**src/design/eivp_pkg.sv**
```systemverilog
/*
  Constants, register map and field layout of the external interrupt
  front end with vector table placement.
  Assumes a 32-bit AHB-Lite slave port with word-aligned registers.
*/
package eivp_pkg;

  // ----------------------------------------------------------------
  // Register indices (byte address is four times the index)
  // ----------------------------------------------------------------
  localparam int unsigned IDX_W = 10;
  localparam logic [9:0] IDX_MCU_CONTROL = 10'h040;
  localparam logic [9:0] IDX_SENSE_CTRL  = 10'h041;
  localparam logic [9:0] IDX_IRQ_ENABLE  = 10'h042;
  localparam logic [9:0] IDX_IRQ_FLAG    = 10'h03C;
  localparam logic [9:0] IDX_PC_MASK_HI  = 10'h06C;
  localparam logic [9:0] IDX_PC_MASK_LO  = 10'h06B;

  // ----------------------------------------------------------------
  // Field positions
  // ----------------------------------------------------------------
  localparam int unsigned BIT_UNLOCK  = 0;
  localparam int unsigned BIT_SELECT  = 1;
  localparam int unsigned BIT_EXT0    = 0;
  localparam int unsigned BIT_PC_LOW  = 6;
  localparam int unsigned BIT_PC_HIGH = 7;

  // ----------------------------------------------------------------
  // Reset values
  // ----------------------------------------------------------------
  localparam logic [7:0] RST_MCU_CONTROL = 8'h00;
  localparam logic [1:0] RST_SENSE       = 2'h0;
  localparam logic [7:0] RST_ENABLE      = 8'h00;
  localparam logic [7:0] RST_FLAG        = 8'h00;
  localparam logic [7:0] RST_MASK        = 8'h00;

  // ----------------------------------------------------------------
  // Timing
  // ----------------------------------------------------------------
  localparam int unsigned UNLOCK_WINDOW_CYC = 4;
  localparam logic [2:0]  UNLOCK_CNT_LOAD   = 3'(UNLOCK_WINDOW_CYC - 1);

  // ----------------------------------------------------------------
  // Sense modes and boot section start (word address)
  // ----------------------------------------------------------------
  typedef enum logic [1:0] {
    EIVP_SENSE_LOW  = 2'b00,
    EIVP_SENSE_ANY  = 2'b01,
    EIVP_SENSE_FALL = 2'b10,
    EIVP_SENSE_RISE = 2'b11
  } eivp_sense_t;

  localparam int unsigned VEC_ADDR_W = 13;
  localparam logic [12:0] APP_VECTOR_BASE = 13'h0000;
  localparam logic [12:0] BOOT_START_SZ0  = 13'h1800;
  localparam logic [12:0] BOOT_START_SZ1  = 13'h1C00;
  localparam logic [12:0] BOOT_START_SZ2  = 13'h1E00;
  localparam logic [12:0] BOOT_START_SZ3  = 13'h1F00;

  localparam logic [1:0] HTRANS_NONSEQ = 2'b10;
  localparam logic [1:0] HTRANS_SEQ    = 2'b11;

endpackage : eivp_pkg

```
**src/design/eivp_top.sv**
```systemverilog
/*
  External interrupt detection and vector table placement, with an
  AHB-Lite register slave.
  Assumes the core reports global enable, instruction completion,
  vector acknowledges and the executing flash section.
*/
// The AHB-Lite interface to the registers and the address map are this design's own decisions.
`timescale 1ns/10ps
module eivp_top (
  input  wire logic                        hclk,
  input  wire logic                        hresetn,
  input  wire logic                        hsel,
  input  wire logic [31:0]                 haddr,
  input  wire logic [1:0]                  htrans,
  input  wire logic                        hwrite,
  input  wire logic [2:0]                  hsize,
  input  wire logic                        hready,
  input  wire logic [31:0]                 hwdata,
  output logic [31:0]                      hrdata,
  output logic                             hreadyout,
  output logic                             hresp,
  input  wire logic                        ext_irq0_pin,
  input  wire logic [15:0]                 pin_change_inputs,
  input  wire logic                        cpu_global_ie,
  input  wire logic                        cpu_insn_done,
  input  wire logic [2:0]                  cpu_irq_ack,
  input  wire logic                        cpu_exec_in_boot,
  input  wire logic                        cpu_startup_busy,
  input  wire logic [1:0]                  boot_size_fuses,
  input  wire logic                        app_section_lock_bit,
  input  wire logic                        boot_section_lock_bit,
  output logic                             ext_irq0_req,
  output logic                             pin_change_irq_low,
  output logic                             pin_change_irq_high,
  output logic                             irq_blocked,
  output logic [eivp_pkg::VEC_ADDR_W-1:0]  vector_table_base,
  output logic                             wake_req
);
  import eivp_pkg::*;

  // ----------------------------------------------------------------
  // State
  // ----------------------------------------------------------------
  typedef struct packed {
    logic             ap_write;
    logic             ap_read;
    logic [IDX_W-1:0] ap_idx;
    logic             select;
    logic             unlock;
    logic [2:0]       ucnt;
    logic             hold;
    logic [1:0]       sense;
    logic [7:0]       enable;
    logic [7:0]       flag;
    logic [7:0]       mask_hi;
    logic [7:0]       mask_lo;
    logic             pin_s;
    logic             pin_p;
    logic [VEC_ADDR_W-1:0] vbase;
    logic [31:0]      rdata;
  } eivp_state_t;

  eivp_state_t st_ff;
  eivp_state_t nxt_st;

  logic pc_change_lo;
  logic pc_change_hi;
  logic pc_wake_lo;
  logic pc_wake_hi;

  // ----------------------------------------------------------------
  // Pin-change groups
  // ----------------------------------------------------------------
  eivp_pc_group u_grp_lo (
    .hclk    (hclk),
    .hresetn (hresetn),
    .pins    (pin_change_inputs[7:0]),
    .mask    (st_ff.mask_lo),
    .change  (pc_change_lo),
    .wake    (pc_wake_lo)
  );

  eivp_pc_group u_grp_hi (
    .hclk    (hclk),
    .hresetn (hresetn),
    .pins    (pin_change_inputs[15:8]),
    .mask    (st_ff.mask_hi),
    .change  (pc_change_hi),
    .wake    (pc_wake_hi)
  );

  // ----------------------------------------------------------------
  // Bus decode
  // ----------------------------------------------------------------
  logic       ap_valid;
  logic       wr_mcu;
  logic       wr_sense;
  logic       wr_enable;
  logic       wr_flag;
  logic       wr_mask_hi;
  logic       wr_mask_lo;
  logic [7:0] wbyte;

  assign ap_valid   = hsel && hready && (htrans == HTRANS_NONSEQ || htrans == HTRANS_SEQ);
  assign wbyte      = hwdata[7:0];
  assign wr_mcu     = st_ff.ap_write && (st_ff.ap_idx == IDX_MCU_CONTROL);
  assign wr_sense   = st_ff.ap_write && (st_ff.ap_idx == IDX_SENSE_CTRL);
  assign wr_enable  = st_ff.ap_write && (st_ff.ap_idx == IDX_IRQ_ENABLE);
  assign wr_flag    = st_ff.ap_write && (st_ff.ap_idx == IDX_IRQ_FLAG);
  assign wr_mask_hi = st_ff.ap_write && (st_ff.ap_idx == IDX_PC_MASK_HI);
  assign wr_mask_lo = st_ff.ap_write && (st_ff.ap_idx == IDX_PC_MASK_LO);

  // ----------------------------------------------------------------
  // External pin triggers
  // ----------------------------------------------------------------
  logic ext_edge;
  logic level_mode;

  assign level_mode = (st_ff.sense == EIVP_SENSE_LOW);

  // Registered samples keep edges clean; one-clock pulses are caught
  always_comb begin
    unique case (eivp_sense_t'(st_ff.sense))
      EIVP_SENSE_LOW:  ext_edge = 1'b0;
      EIVP_SENSE_ANY:  ext_edge = st_ff.pin_s ^ st_ff.pin_p;
      EIVP_SENSE_FALL: ext_edge = st_ff.pin_p && !st_ff.pin_s;
      EIVP_SENSE_RISE: ext_edge = !st_ff.pin_p && st_ff.pin_s;
    endcase
  end

  // ----------------------------------------------------------------
  // Blocking and suppression
  // ----------------------------------------------------------------
  logic lock_mute;
  logic block_all;
  logic gate;

  // Boot vectors with app lock mute app code, and the reverse
  assign lock_mute = (st_ff.select && app_section_lock_bit && !cpu_exec_in_boot)
                  || (!st_ff.select && boot_section_lock_bit && cpu_exec_in_boot);

  assign block_all = st_ff.unlock || st_ff.hold;

  // Global enable is only read here, never written back
  assign gate = cpu_global_ie && !block_all && !lock_mute;

  // ----------------------------------------------------------------
  // Next state
  // ----------------------------------------------------------------
  always_comb begin
    nxt_st = st_ff;

    // Address phase capture
    nxt_st.ap_write = ap_valid && hwrite;
    nxt_st.ap_read  = ap_valid && !hwrite;
    nxt_st.ap_idx   = haddr[IDX_W+1:2];

    // Pin sampling, independent of the pin's direction
    nxt_st.pin_s = ext_irq0_pin;
    nxt_st.pin_p = st_ff.pin_s;

    // Unlock window countdown
    if (st_ff.unlock) begin
      if (st_ff.ucnt == 3'h0) begin
        nxt_st.unlock = 1'b0;
      end else begin
        nxt_st.ucnt = st_ff.ucnt - 3'h1;
      end
    end

    // Hold ends once the instruction after the select write retires
    if (st_ff.hold && cpu_insn_done) begin
      nxt_st.hold = 1'b0;
    end

    if (wr_mcu) begin
      if (wbyte[BIT_UNLOCK]) begin
        // A new unlock restarts the window; select is left alone
        nxt_st.unlock = 1'b1;
        nxt_st.ucnt   = UNLOCK_CNT_LOAD;
      end else if (st_ff.unlock) begin
        nxt_st.select = wbyte[BIT_SELECT];
        nxt_st.unlock = 1'b0;
        nxt_st.hold   = 1'b1;
      end
    end

    if (wr_sense) begin
      nxt_st.sense = wbyte[1:0];
    end
    if (wr_enable) begin
      nxt_st.enable = wbyte & 8'hC1;
    end
    if (wr_mask_hi) begin
      nxt_st.mask_hi = wbyte;
    end
    if (wr_mask_lo) begin
      nxt_st.mask_lo = wbyte;
    end

    // Clears first (write-one or vector acknowledge), then sets win
    if (wr_flag) begin
      nxt_st.flag = st_ff.flag & ~(wbyte & 8'hC1);
    end
    if (cpu_irq_ack[0]) begin
      nxt_st.flag[BIT_EXT0] = 1'b0;
    end
    if (cpu_irq_ack[1]) begin
      nxt_st.flag[BIT_PC_LOW] = 1'b0;
    end
    if (cpu_irq_ack[2]) begin
      nxt_st.flag[BIT_PC_HIGH] = 1'b0;
    end
    if (ext_edge) begin
      nxt_st.flag[BIT_EXT0] = 1'b1;
    end
    if (pc_change_lo) begin
      nxt_st.flag[BIT_PC_LOW] = 1'b1;
    end
    if (pc_change_hi) begin
      nxt_st.flag[BIT_PC_HIGH] = 1'b1;
    end
    if (nxt_st.sense == EIVP_SENSE_LOW) begin
      nxt_st.flag[BIT_EXT0] = 1'b0;
    end

    // Vector base follows the select bit and the boot size fuses
    if (nxt_st.select) begin
      unique case (boot_size_fuses)
        2'b00: nxt_st.vbase = BOOT_START_SZ0;
        2'b01: nxt_st.vbase = BOOT_START_SZ1;
        2'b10: nxt_st.vbase = BOOT_START_SZ2;
        2'b11: nxt_st.vbase = BOOT_START_SZ3;
      endcase
    end else begin
      nxt_st.vbase = APP_VECTOR_BASE;
    end

    // Read data from next values so a write then read sees new data
    nxt_st.rdata = 32'h0000_0000;
    if (ap_valid && !hwrite) begin
      unique case (haddr[IDX_W+1:2])
        IDX_MCU_CONTROL: nxt_st.rdata[7:0] = {6'h00, nxt_st.select, nxt_st.unlock};
        IDX_SENSE_CTRL:  nxt_st.rdata[7:0] = {6'h00, nxt_st.sense};
        IDX_IRQ_ENABLE:  nxt_st.rdata[7:0] = nxt_st.enable;
        IDX_IRQ_FLAG:    nxt_st.rdata[7:0] = nxt_st.flag;
        IDX_PC_MASK_HI:  nxt_st.rdata[7:0] = nxt_st.mask_hi;
        IDX_PC_MASK_LO:  nxt_st.rdata[7:0] = nxt_st.mask_lo;
        default:         nxt_st.rdata = 32'h0000_0000;
      endcase
    end
  end

  // ----------------------------------------------------------------
  // Registers
  // ----------------------------------------------------------------
  always_ff @(posedge hclk or negedge hresetn) begin
    if (!hresetn) begin
      st_ff         <= '0;
      st_ff.select  <= RST_MCU_CONTROL[BIT_SELECT];
      st_ff.unlock  <= RST_MCU_CONTROL[BIT_UNLOCK];
      st_ff.sense   <= RST_SENSE;
      st_ff.enable  <= RST_ENABLE;
      st_ff.flag    <= RST_FLAG;
      st_ff.mask_hi <= RST_MASK;
      st_ff.mask_lo <= RST_MASK;
      st_ff.pin_s   <= 1'b1;
      st_ff.pin_p   <= 1'b1;
      st_ff.vbase   <= APP_VECTOR_BASE;
    end else begin
      st_ff <= nxt_st;
    end
  end

  // ----------------------------------------------------------------
  // Outputs
  // ----------------------------------------------------------------
  logic level_req;

  // Level request follows the sampled pin; none while still starting up
  assign level_req = level_mode && !st_ff.pin_s && !cpu_startup_busy;

  assign ext_irq0_req        = gate && st_ff.enable[BIT_EXT0]
                             && (st_ff.flag[BIT_EXT0] || level_req);
  assign pin_change_irq_low  = gate && st_ff.enable[BIT_PC_LOW]
                             && st_ff.flag[BIT_PC_LOW];
  assign pin_change_irq_high = gate && st_ff.enable[BIT_PC_HIGH]
                             && st_ff.flag[BIT_PC_HIGH];
  assign irq_blocked         = block_all;
  assign vector_table_base   = st_ff.vbase;

  // Clockless wake: low level and pin change only; edges need the clock
  assign wake_req = (st_ff.enable[BIT_EXT0] && level_mode && !ext_irq0_pin)
                 || (st_ff.enable[BIT_PC_LOW] && pc_wake_lo)
                 || (st_ff.enable[BIT_PC_HIGH] && pc_wake_hi);

  assign hrdata    = st_ff.rdata;
  assign hreadyout = 1'b1;
  assign hresp     = 1'b0;

endmodule // eivp_top

```
**src/design/eivp_pc_group.sv**
```systemverilog
/*
  One group of eight pin-change inputs: masked toggle detection.
  Assumes pins are synchronous to hclk; wake path is combinational.
*/
`timescale 1ns/10ps
module eivp_pc_group (
  input  wire logic       hclk,
  input  wire logic       hresetn,
  input  wire logic [7:0] pins,
  input  wire logic [7:0] mask,
  output logic            change,
  output logic            wake
);
  import eivp_pkg::*;

  typedef struct packed {
    logic [7:0] sample;
    logic [7:0] prev;
  } eivp_grp_state_t;

  eivp_grp_state_t st_ff;
  eivp_grp_state_t nxt_st;

  always_comb begin
    nxt_st        = st_ff;
    nxt_st.sample = pins;
    nxt_st.prev   = st_ff.sample;
  end

  always_ff @(posedge hclk or negedge hresetn) begin
    if (!hresetn) begin
      st_ff <= '0;
    end else begin
      st_ff <= nxt_st;
    end
  end

  // Clocked set path compares two successive samples
  assign change = |((st_ff.sample ^ st_ff.prev) & mask);

  // Raw pin against last sample; works with the clock stopped
  assign wake = |((pins ^ st_ff.sample) & mask);

endmodule // eivp_pc_group

```
**config.mk**
```make
export PLATFORM = sky130hd
export DESIGN_NAME = eivp_top
export DESIGN_NICKNAME = d
export VERILOG_FILES = /design/src/design/eivp_pkg.sv /design/src/design/eivp_top.sv /design/src/design/eivp_pc_group.sv
export SDC_FILE = /design/constraint.sdc
export NUM_CORES = 1
export LEC_CHECK = 0
export ABC_AREA = 1
export BUFFER_PORTS_ARGS = -buffer_cell sky130_fd_sc_hd__buf_4
export CAP_MARGIN = 20
export CORE_UTILIZATION = 55
export DETAILED_ROUTE_END_ITERATION = 6
export PLACE_DENSITY = 0.88
export SLEW_MARGIN = 30
export SYNTH_ARGS = -nofsm -noshare
export SYNTH_HDL_FRONTEND = slang
export SYNTH_HIERARCHICAL = 1
export SYNTH_SLANG_ARGS = --single-unit
```
**constraint.sdc**
```tcl
create_clock -name hclk -period 2.3 [get_ports hclk]
set_clock_uncertainty 0.05 [all_clocks]
set_input_delay 0.23 -clock hclk [delete_from_list [all_inputs] [get_ports hclk]]
set_output_delay 0.23 -clock hclk [all_outputs]
set_load 0.005 [all_outputs]
```
After elaboration in Yosys (flattened, before gate mapping)
Index checks and enable logic that the tools add are counted.
{"block": "classes", "addsub": 1, "eq_ne": 20, "muxes": 28, "bitwise_logic": 11, "n_reduce_logical": 54}
{"cell": "10-bit by 7-bit == test with 1-bit output (second input constant)", "n": 10}
{"cell": "13-bit one-hot mux with 4 select lines", "n": 1}
{"cell": "8-bit one-hot mux with 6 select lines", "n": 1}
{"cell": "8-bit bitwise AND", "n": 5}
{"cell": "8-bit two-way mux", "n": 5}
{"cell": "8-bit OR reduction", "n": 4}
{"cell": "8-bit bitwise XOR", "n": 4}
{"cell": "1-bit logical AND", "n": 31}
{"cell": "10-bit by 6-bit == test with 1-bit output (second input constant)", "n": 2}
{"cell": "1-bit two-way mux", "n": 13}
{"cell": "13-bit two-way mux", "n": 1}
{"cell": "2-bit == test (second input constant)", "n": 6}
{"cell": "1-bit logical NOT", "n": 9}
{"cell": "8-bit inverter", "n": 1}
{"cell": "2-bit logical NOT", "n": 3}
{"cell": "1-bit logical OR", "n": 6}
{"cell": "3-bit two-way mux", "n": 2}
{"cell": "6-bit two-way mux", "n": 1}
{"cell": "2-bit by 1-bit == test with 1-bit output (second input constant)", "n": 2}
{"cell": "2-bit two-way mux", "n": 2}
{"cell": "4-bit two-way mux", "n": 1}
{"cell": "1-bit one-hot mux with 4 select lines", "n": 1}
{"cell": "3-bit logical NOT", "n": 1}
{"cell": "3-bit by 1-bit subtractor with 3-bit output (second input constant)", "n": 1}
{"cell": "1-bit bitwise XOR", "n": 1}
{"block": "word_totals", "reg_bits": 130, "word_cells": 133}

Depth between registers and ports, before layout
{"block": "logic_depth", "ltp_word": 8, "ltp_mapped": 12, "mapped_depth_nobuf": 12}

By module
The synthesis kept the hierarchy.
{"mod": "eivp_top", "instances": 1, "cells_per_inst": 415, "area_each_um2": 3374.5}
{"mod": "eivp_pc_group", "instances": 2, "cells_per_inst": 102, "area_each_um2": 743.2}

Worst setup path after synthesis
OpenSTA, ideal clock, no wires.
{"block": "synth_path", "path_type": "register -> output", "start": "register st_ff[85] in the netlist's numbering", "end": "output ext_irq0_req", "arrival_time_ns": 1.238, "t_required_ns": 2.020, "slack_ns": 0.782, "path_stages_with_launch": 5, "path_cell_list": "dfrtp_1 -> inv_1 -> nand2_1 -> or3b_2 -> nor3b_1"}
{"block": "synth_via", "elab_chain_len": 6}
{"element": "start, declared", "line": "eivp_top.sv:63", "text": "eivp_state_t st_ff;"}
{"element": "start signal, assigned", "line": "eivp_top.sv:271", "text": "st_ff <= nxt_st;"}
{"element": "1-bit logical OR", "line": "eivp_top.sv:142", "text": "assign block_all = st_ff.unlock || st_ff.hold;"}
{"element": "named net irq_blocked", "line": "eivp_top.sv:35", "text": "output logic irq_blocked,"}
{"element": "1-bit logical NOT", "line": "eivp_top.sv:145", "text": "assign gate = cpu_global_ie && !block_all && !lock_mute;"}
{"element": "1-bit logical AND (2 in series)", "line": "eivp_top.sv:145"}
{"element": "1-bit logical AND", "line": "eivp_top.sv:283", "text": "assign ext_irq0_req = gate && st_ff.enable[BIT_EXT0]"}
{"element": "1-bit logical AND", "line": "eivp_top.sv:284", "text": "&& (st_ff.flag[BIT_EXT0] || level_req);"}
{"element": "end, declared", "line": "eivp_top.sv:32", "text": "output logic ext_irq0_req,"}
The timed path passes the listed nets, and every way through them passes these cells.

Final worst setup path
{"block": "layout_path", "start": "register st_ff[85] in the netlist's numbering", "end": "output ext_irq0_req"}
{"block": "layout_via", "elab_chain_len": 6}
{"element": "1-bit logical OR", "line": "eivp_top.sv:142"}
{"element": "1-bit logical NOT", "line": "eivp_top.sv:145"}
{"element": "1-bit logical AND (2 in series)", "line": "eivp_top.sv:145"}
{"element": "1-bit logical AND", "line": "eivp_top.sv:283"}
{"element": "1-bit logical AND", "line": "eivp_top.sv:284"}
No other way between the ends.

==> results.sh <==
export IMPL_cp_max_fo=5
export IMPL_vias=3993
export IMPL_synth_top_family_by_area="simple AND/OR/NAND/NOR gates"
export IMPL_std_cell_rows=33
export IMPL_p_total_uw=3050
export IMPL_synth_edff_count=0
export IMPL_yosys_area_share_xor_xnor=0
export IMPL_initialDrtViolationCount=229
export IMPL_final_antenna_net_count=0
export IMPL_synth_seq_area_share=0.469
export IMPL_die_x_um=96.0
export IMPL_period_share=0.915
export IMPL_die_h_um=96.0
export IMPL_hold_class="input pin to flip-flop"
export IMPL_hold_ws_ns=0.0134
export IMPL_via_per_inst=4.85
export IMPL_drt_wl_total_um=10100
export IMPL_fin_util=0.686
export IMPL_post_cts_resized=0
export IMPL_yosys_warnings=6
export IMPL_period_minus_slack_ns=2.10
export IMPL_power_per_cell_area_nw_per_um2=530
export IMPL_rsz0062_at_grt="false"
export IMPL_place_gp_congestion=0.880
export IMPL_ys_seq_elements=91
export IMPL_slowest_stage="or3b_2"
export IMPL_netlist_instances=619
export IMPL_cts_path_max_buffers=2
export IMPL_path_clk_slew_ns=0.09
export IMPL_crit_chain="inv_1 -> nand2_1 -> or3b_2 -> nor3b_1 -> buf_4"
export IMPL_synthSimpleGateAreaFrac=0.311
export IMPL_cts_tree="yes"
export IMPL_hold_viol_final=0
export IMPL_cp_arrival_ns=1.82
export IMPL_place_area_um2=5290
export IMPL_wl_per_cell_um=12.3
export IMPL_synth_cell_types=36
export IMPL_nets=820
export IMPL_port_buffers=69
export IMPL_grt_pass1_wl_um=16900
export IMPL_syn_cell_area_um2=4860
export IMPL_finalSetupViolations=0
export IMPL_post_route_drc_count=0
export IMPL_max_slew_margin=0.510
export IMPL_start_util=0.580
export IMPL_antenna_found_initial=0
export IMPL_synth_compound_area_frac=0.0450
export IMPL_synth_ff_type="dfrtp_1"
export IMPL_final_fill_count=654
export IMPL_muxShareOfSynthArea=0
export IMPL_p_leak_uw=0.00333
export IMPL_status="finished, final reports clean"
export IMPL_track_usage=0.241
export IMPL_cts_buffers=9
export IMPL_cts_htree_levels=3
export IMPL_grt_pass1_vias=3909
export IMPL_slew_violations=0
export IMPL_grt_max_degree=61
export IMPL_synth_adder_area_share=0.0103
export IMPL_cts_setup_buffers=0
export IMPL_numClockSinks=91
export IMPL_synthToLayoutAreaGrowth_pct=18.3
export IMPL_critical_path_required_ns=2.02
export IMPL_io_pins=154
export IMPL_num_antenna_cells=0
export IMPL_drv_cap=0
export IMPL_hold_buffers=28
export IMPL_peakVddDrop_mv=0.354
export IMPL_dr_pass1_iters=4
export IMPL_dp_hpwl_um=7740
export IMPL_drive_gt1_frac=0.169
export IMPL_grt_ovfl_total=0
export IMPL_tns_ns=0
export IMPL_worstSetupPathType="flip-flop to output pin"
export IMPL_fmax_ghz=0.475
export IMPL_crit_path_max_incr_delay_ns=0.53
export IMPL_synth_async_sr_flop_share=1.00
export IMPL_root_buffer="clkbuf_8"
export IMPL_synth_avg_cell_area_um2=7.85
export IMPL_critPathLaunchType="flip-flop"
export IMPL_worst_pin_slew_ns=0.734
export IMPL_core_area_um2=8380
export IMPL_fin_area_um2=5750
export IMPL_die_area_um2=9220
export IMPL_insertion_delay_ns=0.36
export IMPL_end_kind="output pin"
[routing by layer]
metal | GRT usage | up-vias | wire, um
li1 | - | 1987 | -
met1 | 0.301 | 1862 | 4280
met2 | 0.423 | 118 | 5150
met3 | 0.0190 | 26 | 420
met4 | 0.117 | 0 | 261
met5 | 0 | - | 0
[cell usage in the layout, fill, tap and decap left out, types with 2 or more instances in the layout]
cell / Yosys / layout
nand2_2: 3 / 3
clkinv_2: 0 / 2
inv_2: 2 / 2
dfstp_2: 2 / 2
clkinvlp_4: 0 / 2
o21ai_0: 6 / 6
a21oi_2: 2 / 2
nand3_1: 64 / 64
o21ai_2: 2 / 2
nor2_1: 50 / 50
nor3_1: 2 / 2
nor2_4: 3 / 3
a21oi_4: 2 / 2
nand4_1: 5 / 5
a21oi_1: 7 / 7
ha_1: 4 / 4
inv_1: 112 / 112
dlygate4sd3_1: 0 / 28
dfrtp_1: 89 / 89
conb_1: 2 / 34
and2_1: 3 / 3
o21ai_1: 4 / 4
nor2_2: 5 / 5
o211ai_1: 2 / 2
nor2_8: 4 / 4
nand2_1: 182 / 182
clkbuf_8: 0 / 9
nand2_4: 4 / 4
buf_4: 47 / 72
[synthesized netlist by cell type, types with 2 or more instances]
master    instances  share of area
a21oi_1           7         0.0072
a21oi_2           2         0.0036
a21oi_4           2         0.0067
and2_1            3         0.0039
buf_4            47          0.073
conb_1            2         0.0015
dfrtp_1          89           0.46
dfstp_2           2          0.011
ha_1              4          0.010
inv_1           112          0.086
inv_2             2         0.0015
nand2_1         182           0.14
nand2_2           3         0.0039
nand2_4           4         0.0093
nand3_1          64          0.066
nand4_1           5         0.0064
nor2_1           50          0.039
nor2_2            5         0.0064
nor2_4            3         0.0069
nor2_8            4          0.016
nor3_1            2         0.0021
o211ai_1          2         0.0031
o21ai_0           6         0.0062
o21ai_1           4         0.0041
o21ai_2           2         0.0036
[state kept, by name, summed over array words and instances, names as in the netlist]
name and count:
hrdata 8, nxt_st 1, st_ff 46, u_grp_hi/nxt_st 8
u_grp_hi/st_ff 8, u_grp_lo/nxt_st 8, u_grp_lo/st_ff 8, vector_table_base 4
[worst max-delay path, delay by kind of cell (launching register included)]
| family | cells | cell delay, ns |
|---|---|---|
| AND/OR/NAND/NOR | 3 | 0.79 |
| flip-flops | 1 | 0.43 |
| buffers and inverters | 2 | 0.24 |
[through the flow]
step | setup WS, ns | std cells
2_1_floorplan | 0.782 | 651
3_3_place_gp | 0.537 | 780
3_5_place_dp | 0.510 | 780
4_1_cts | 0.200 | 823
5_1_grt | 0.105 | 823
6_report | 0.196 | 823
[final timing paths]
path / endpoint / slack [ns] / from / cells after the start
setup / recovery: ext_irq0_req / 0.20 / st_ff[85]$_DFF_PN0_ / 5
hold / removal: st_ff[81]$_DFF_PN0_ / 0.01 / cpu_insn_done / 2
setup reg to reg: hrdata[1]$_DFF_PN0_ / 0.56 / st_ff[91]$_DFF_PN0_ / 10
hold reg to reg: st_ff[45]$_DFF_PN1_ / 0.34 / nxt_st[45]$_DFF_PN1_ / 0
max in group asynchronous: st_ff[87]$_DFF_PN0_ / 1.08 / hresetn / 3
min in group asynchronous: u_grp_lo/nxt_st[4]$_DFF_PN0_ / 0.43 / hresetn / 2
[power by group]
part	switching, uW	internal, uW
sequential	36.8	1650
clock	543	493
combinational	181	151
[layout make-up]
cell class / instances / area [um2] / area share
clock inverter: 5 / 55.1 / 0.00957
sequential: 91 / 2280 / 0.396
tap: 105 / 131 / 0.0228
inverter: 114 / 428 / 0.0744
multi-input combinational: 398 / 1910 / 0.332
timing repair buffer: 100 / 821 / 0.143
clock buffer: 10 / 128 / 0.0222
[cells by family (layout without fill, tap and decap cells)]
kind of cell             count (synthesis)  count (layout)
AO/OA/AOI/OAI                           30              30
adder cells (fa/ha/maj)                  4               4
buffers and inverters                  162             229
flip-flops                              91              91
other                                    2              34
AND/OR/NAND/NOR                        330             330
Power figures use the tool's default switching activity.
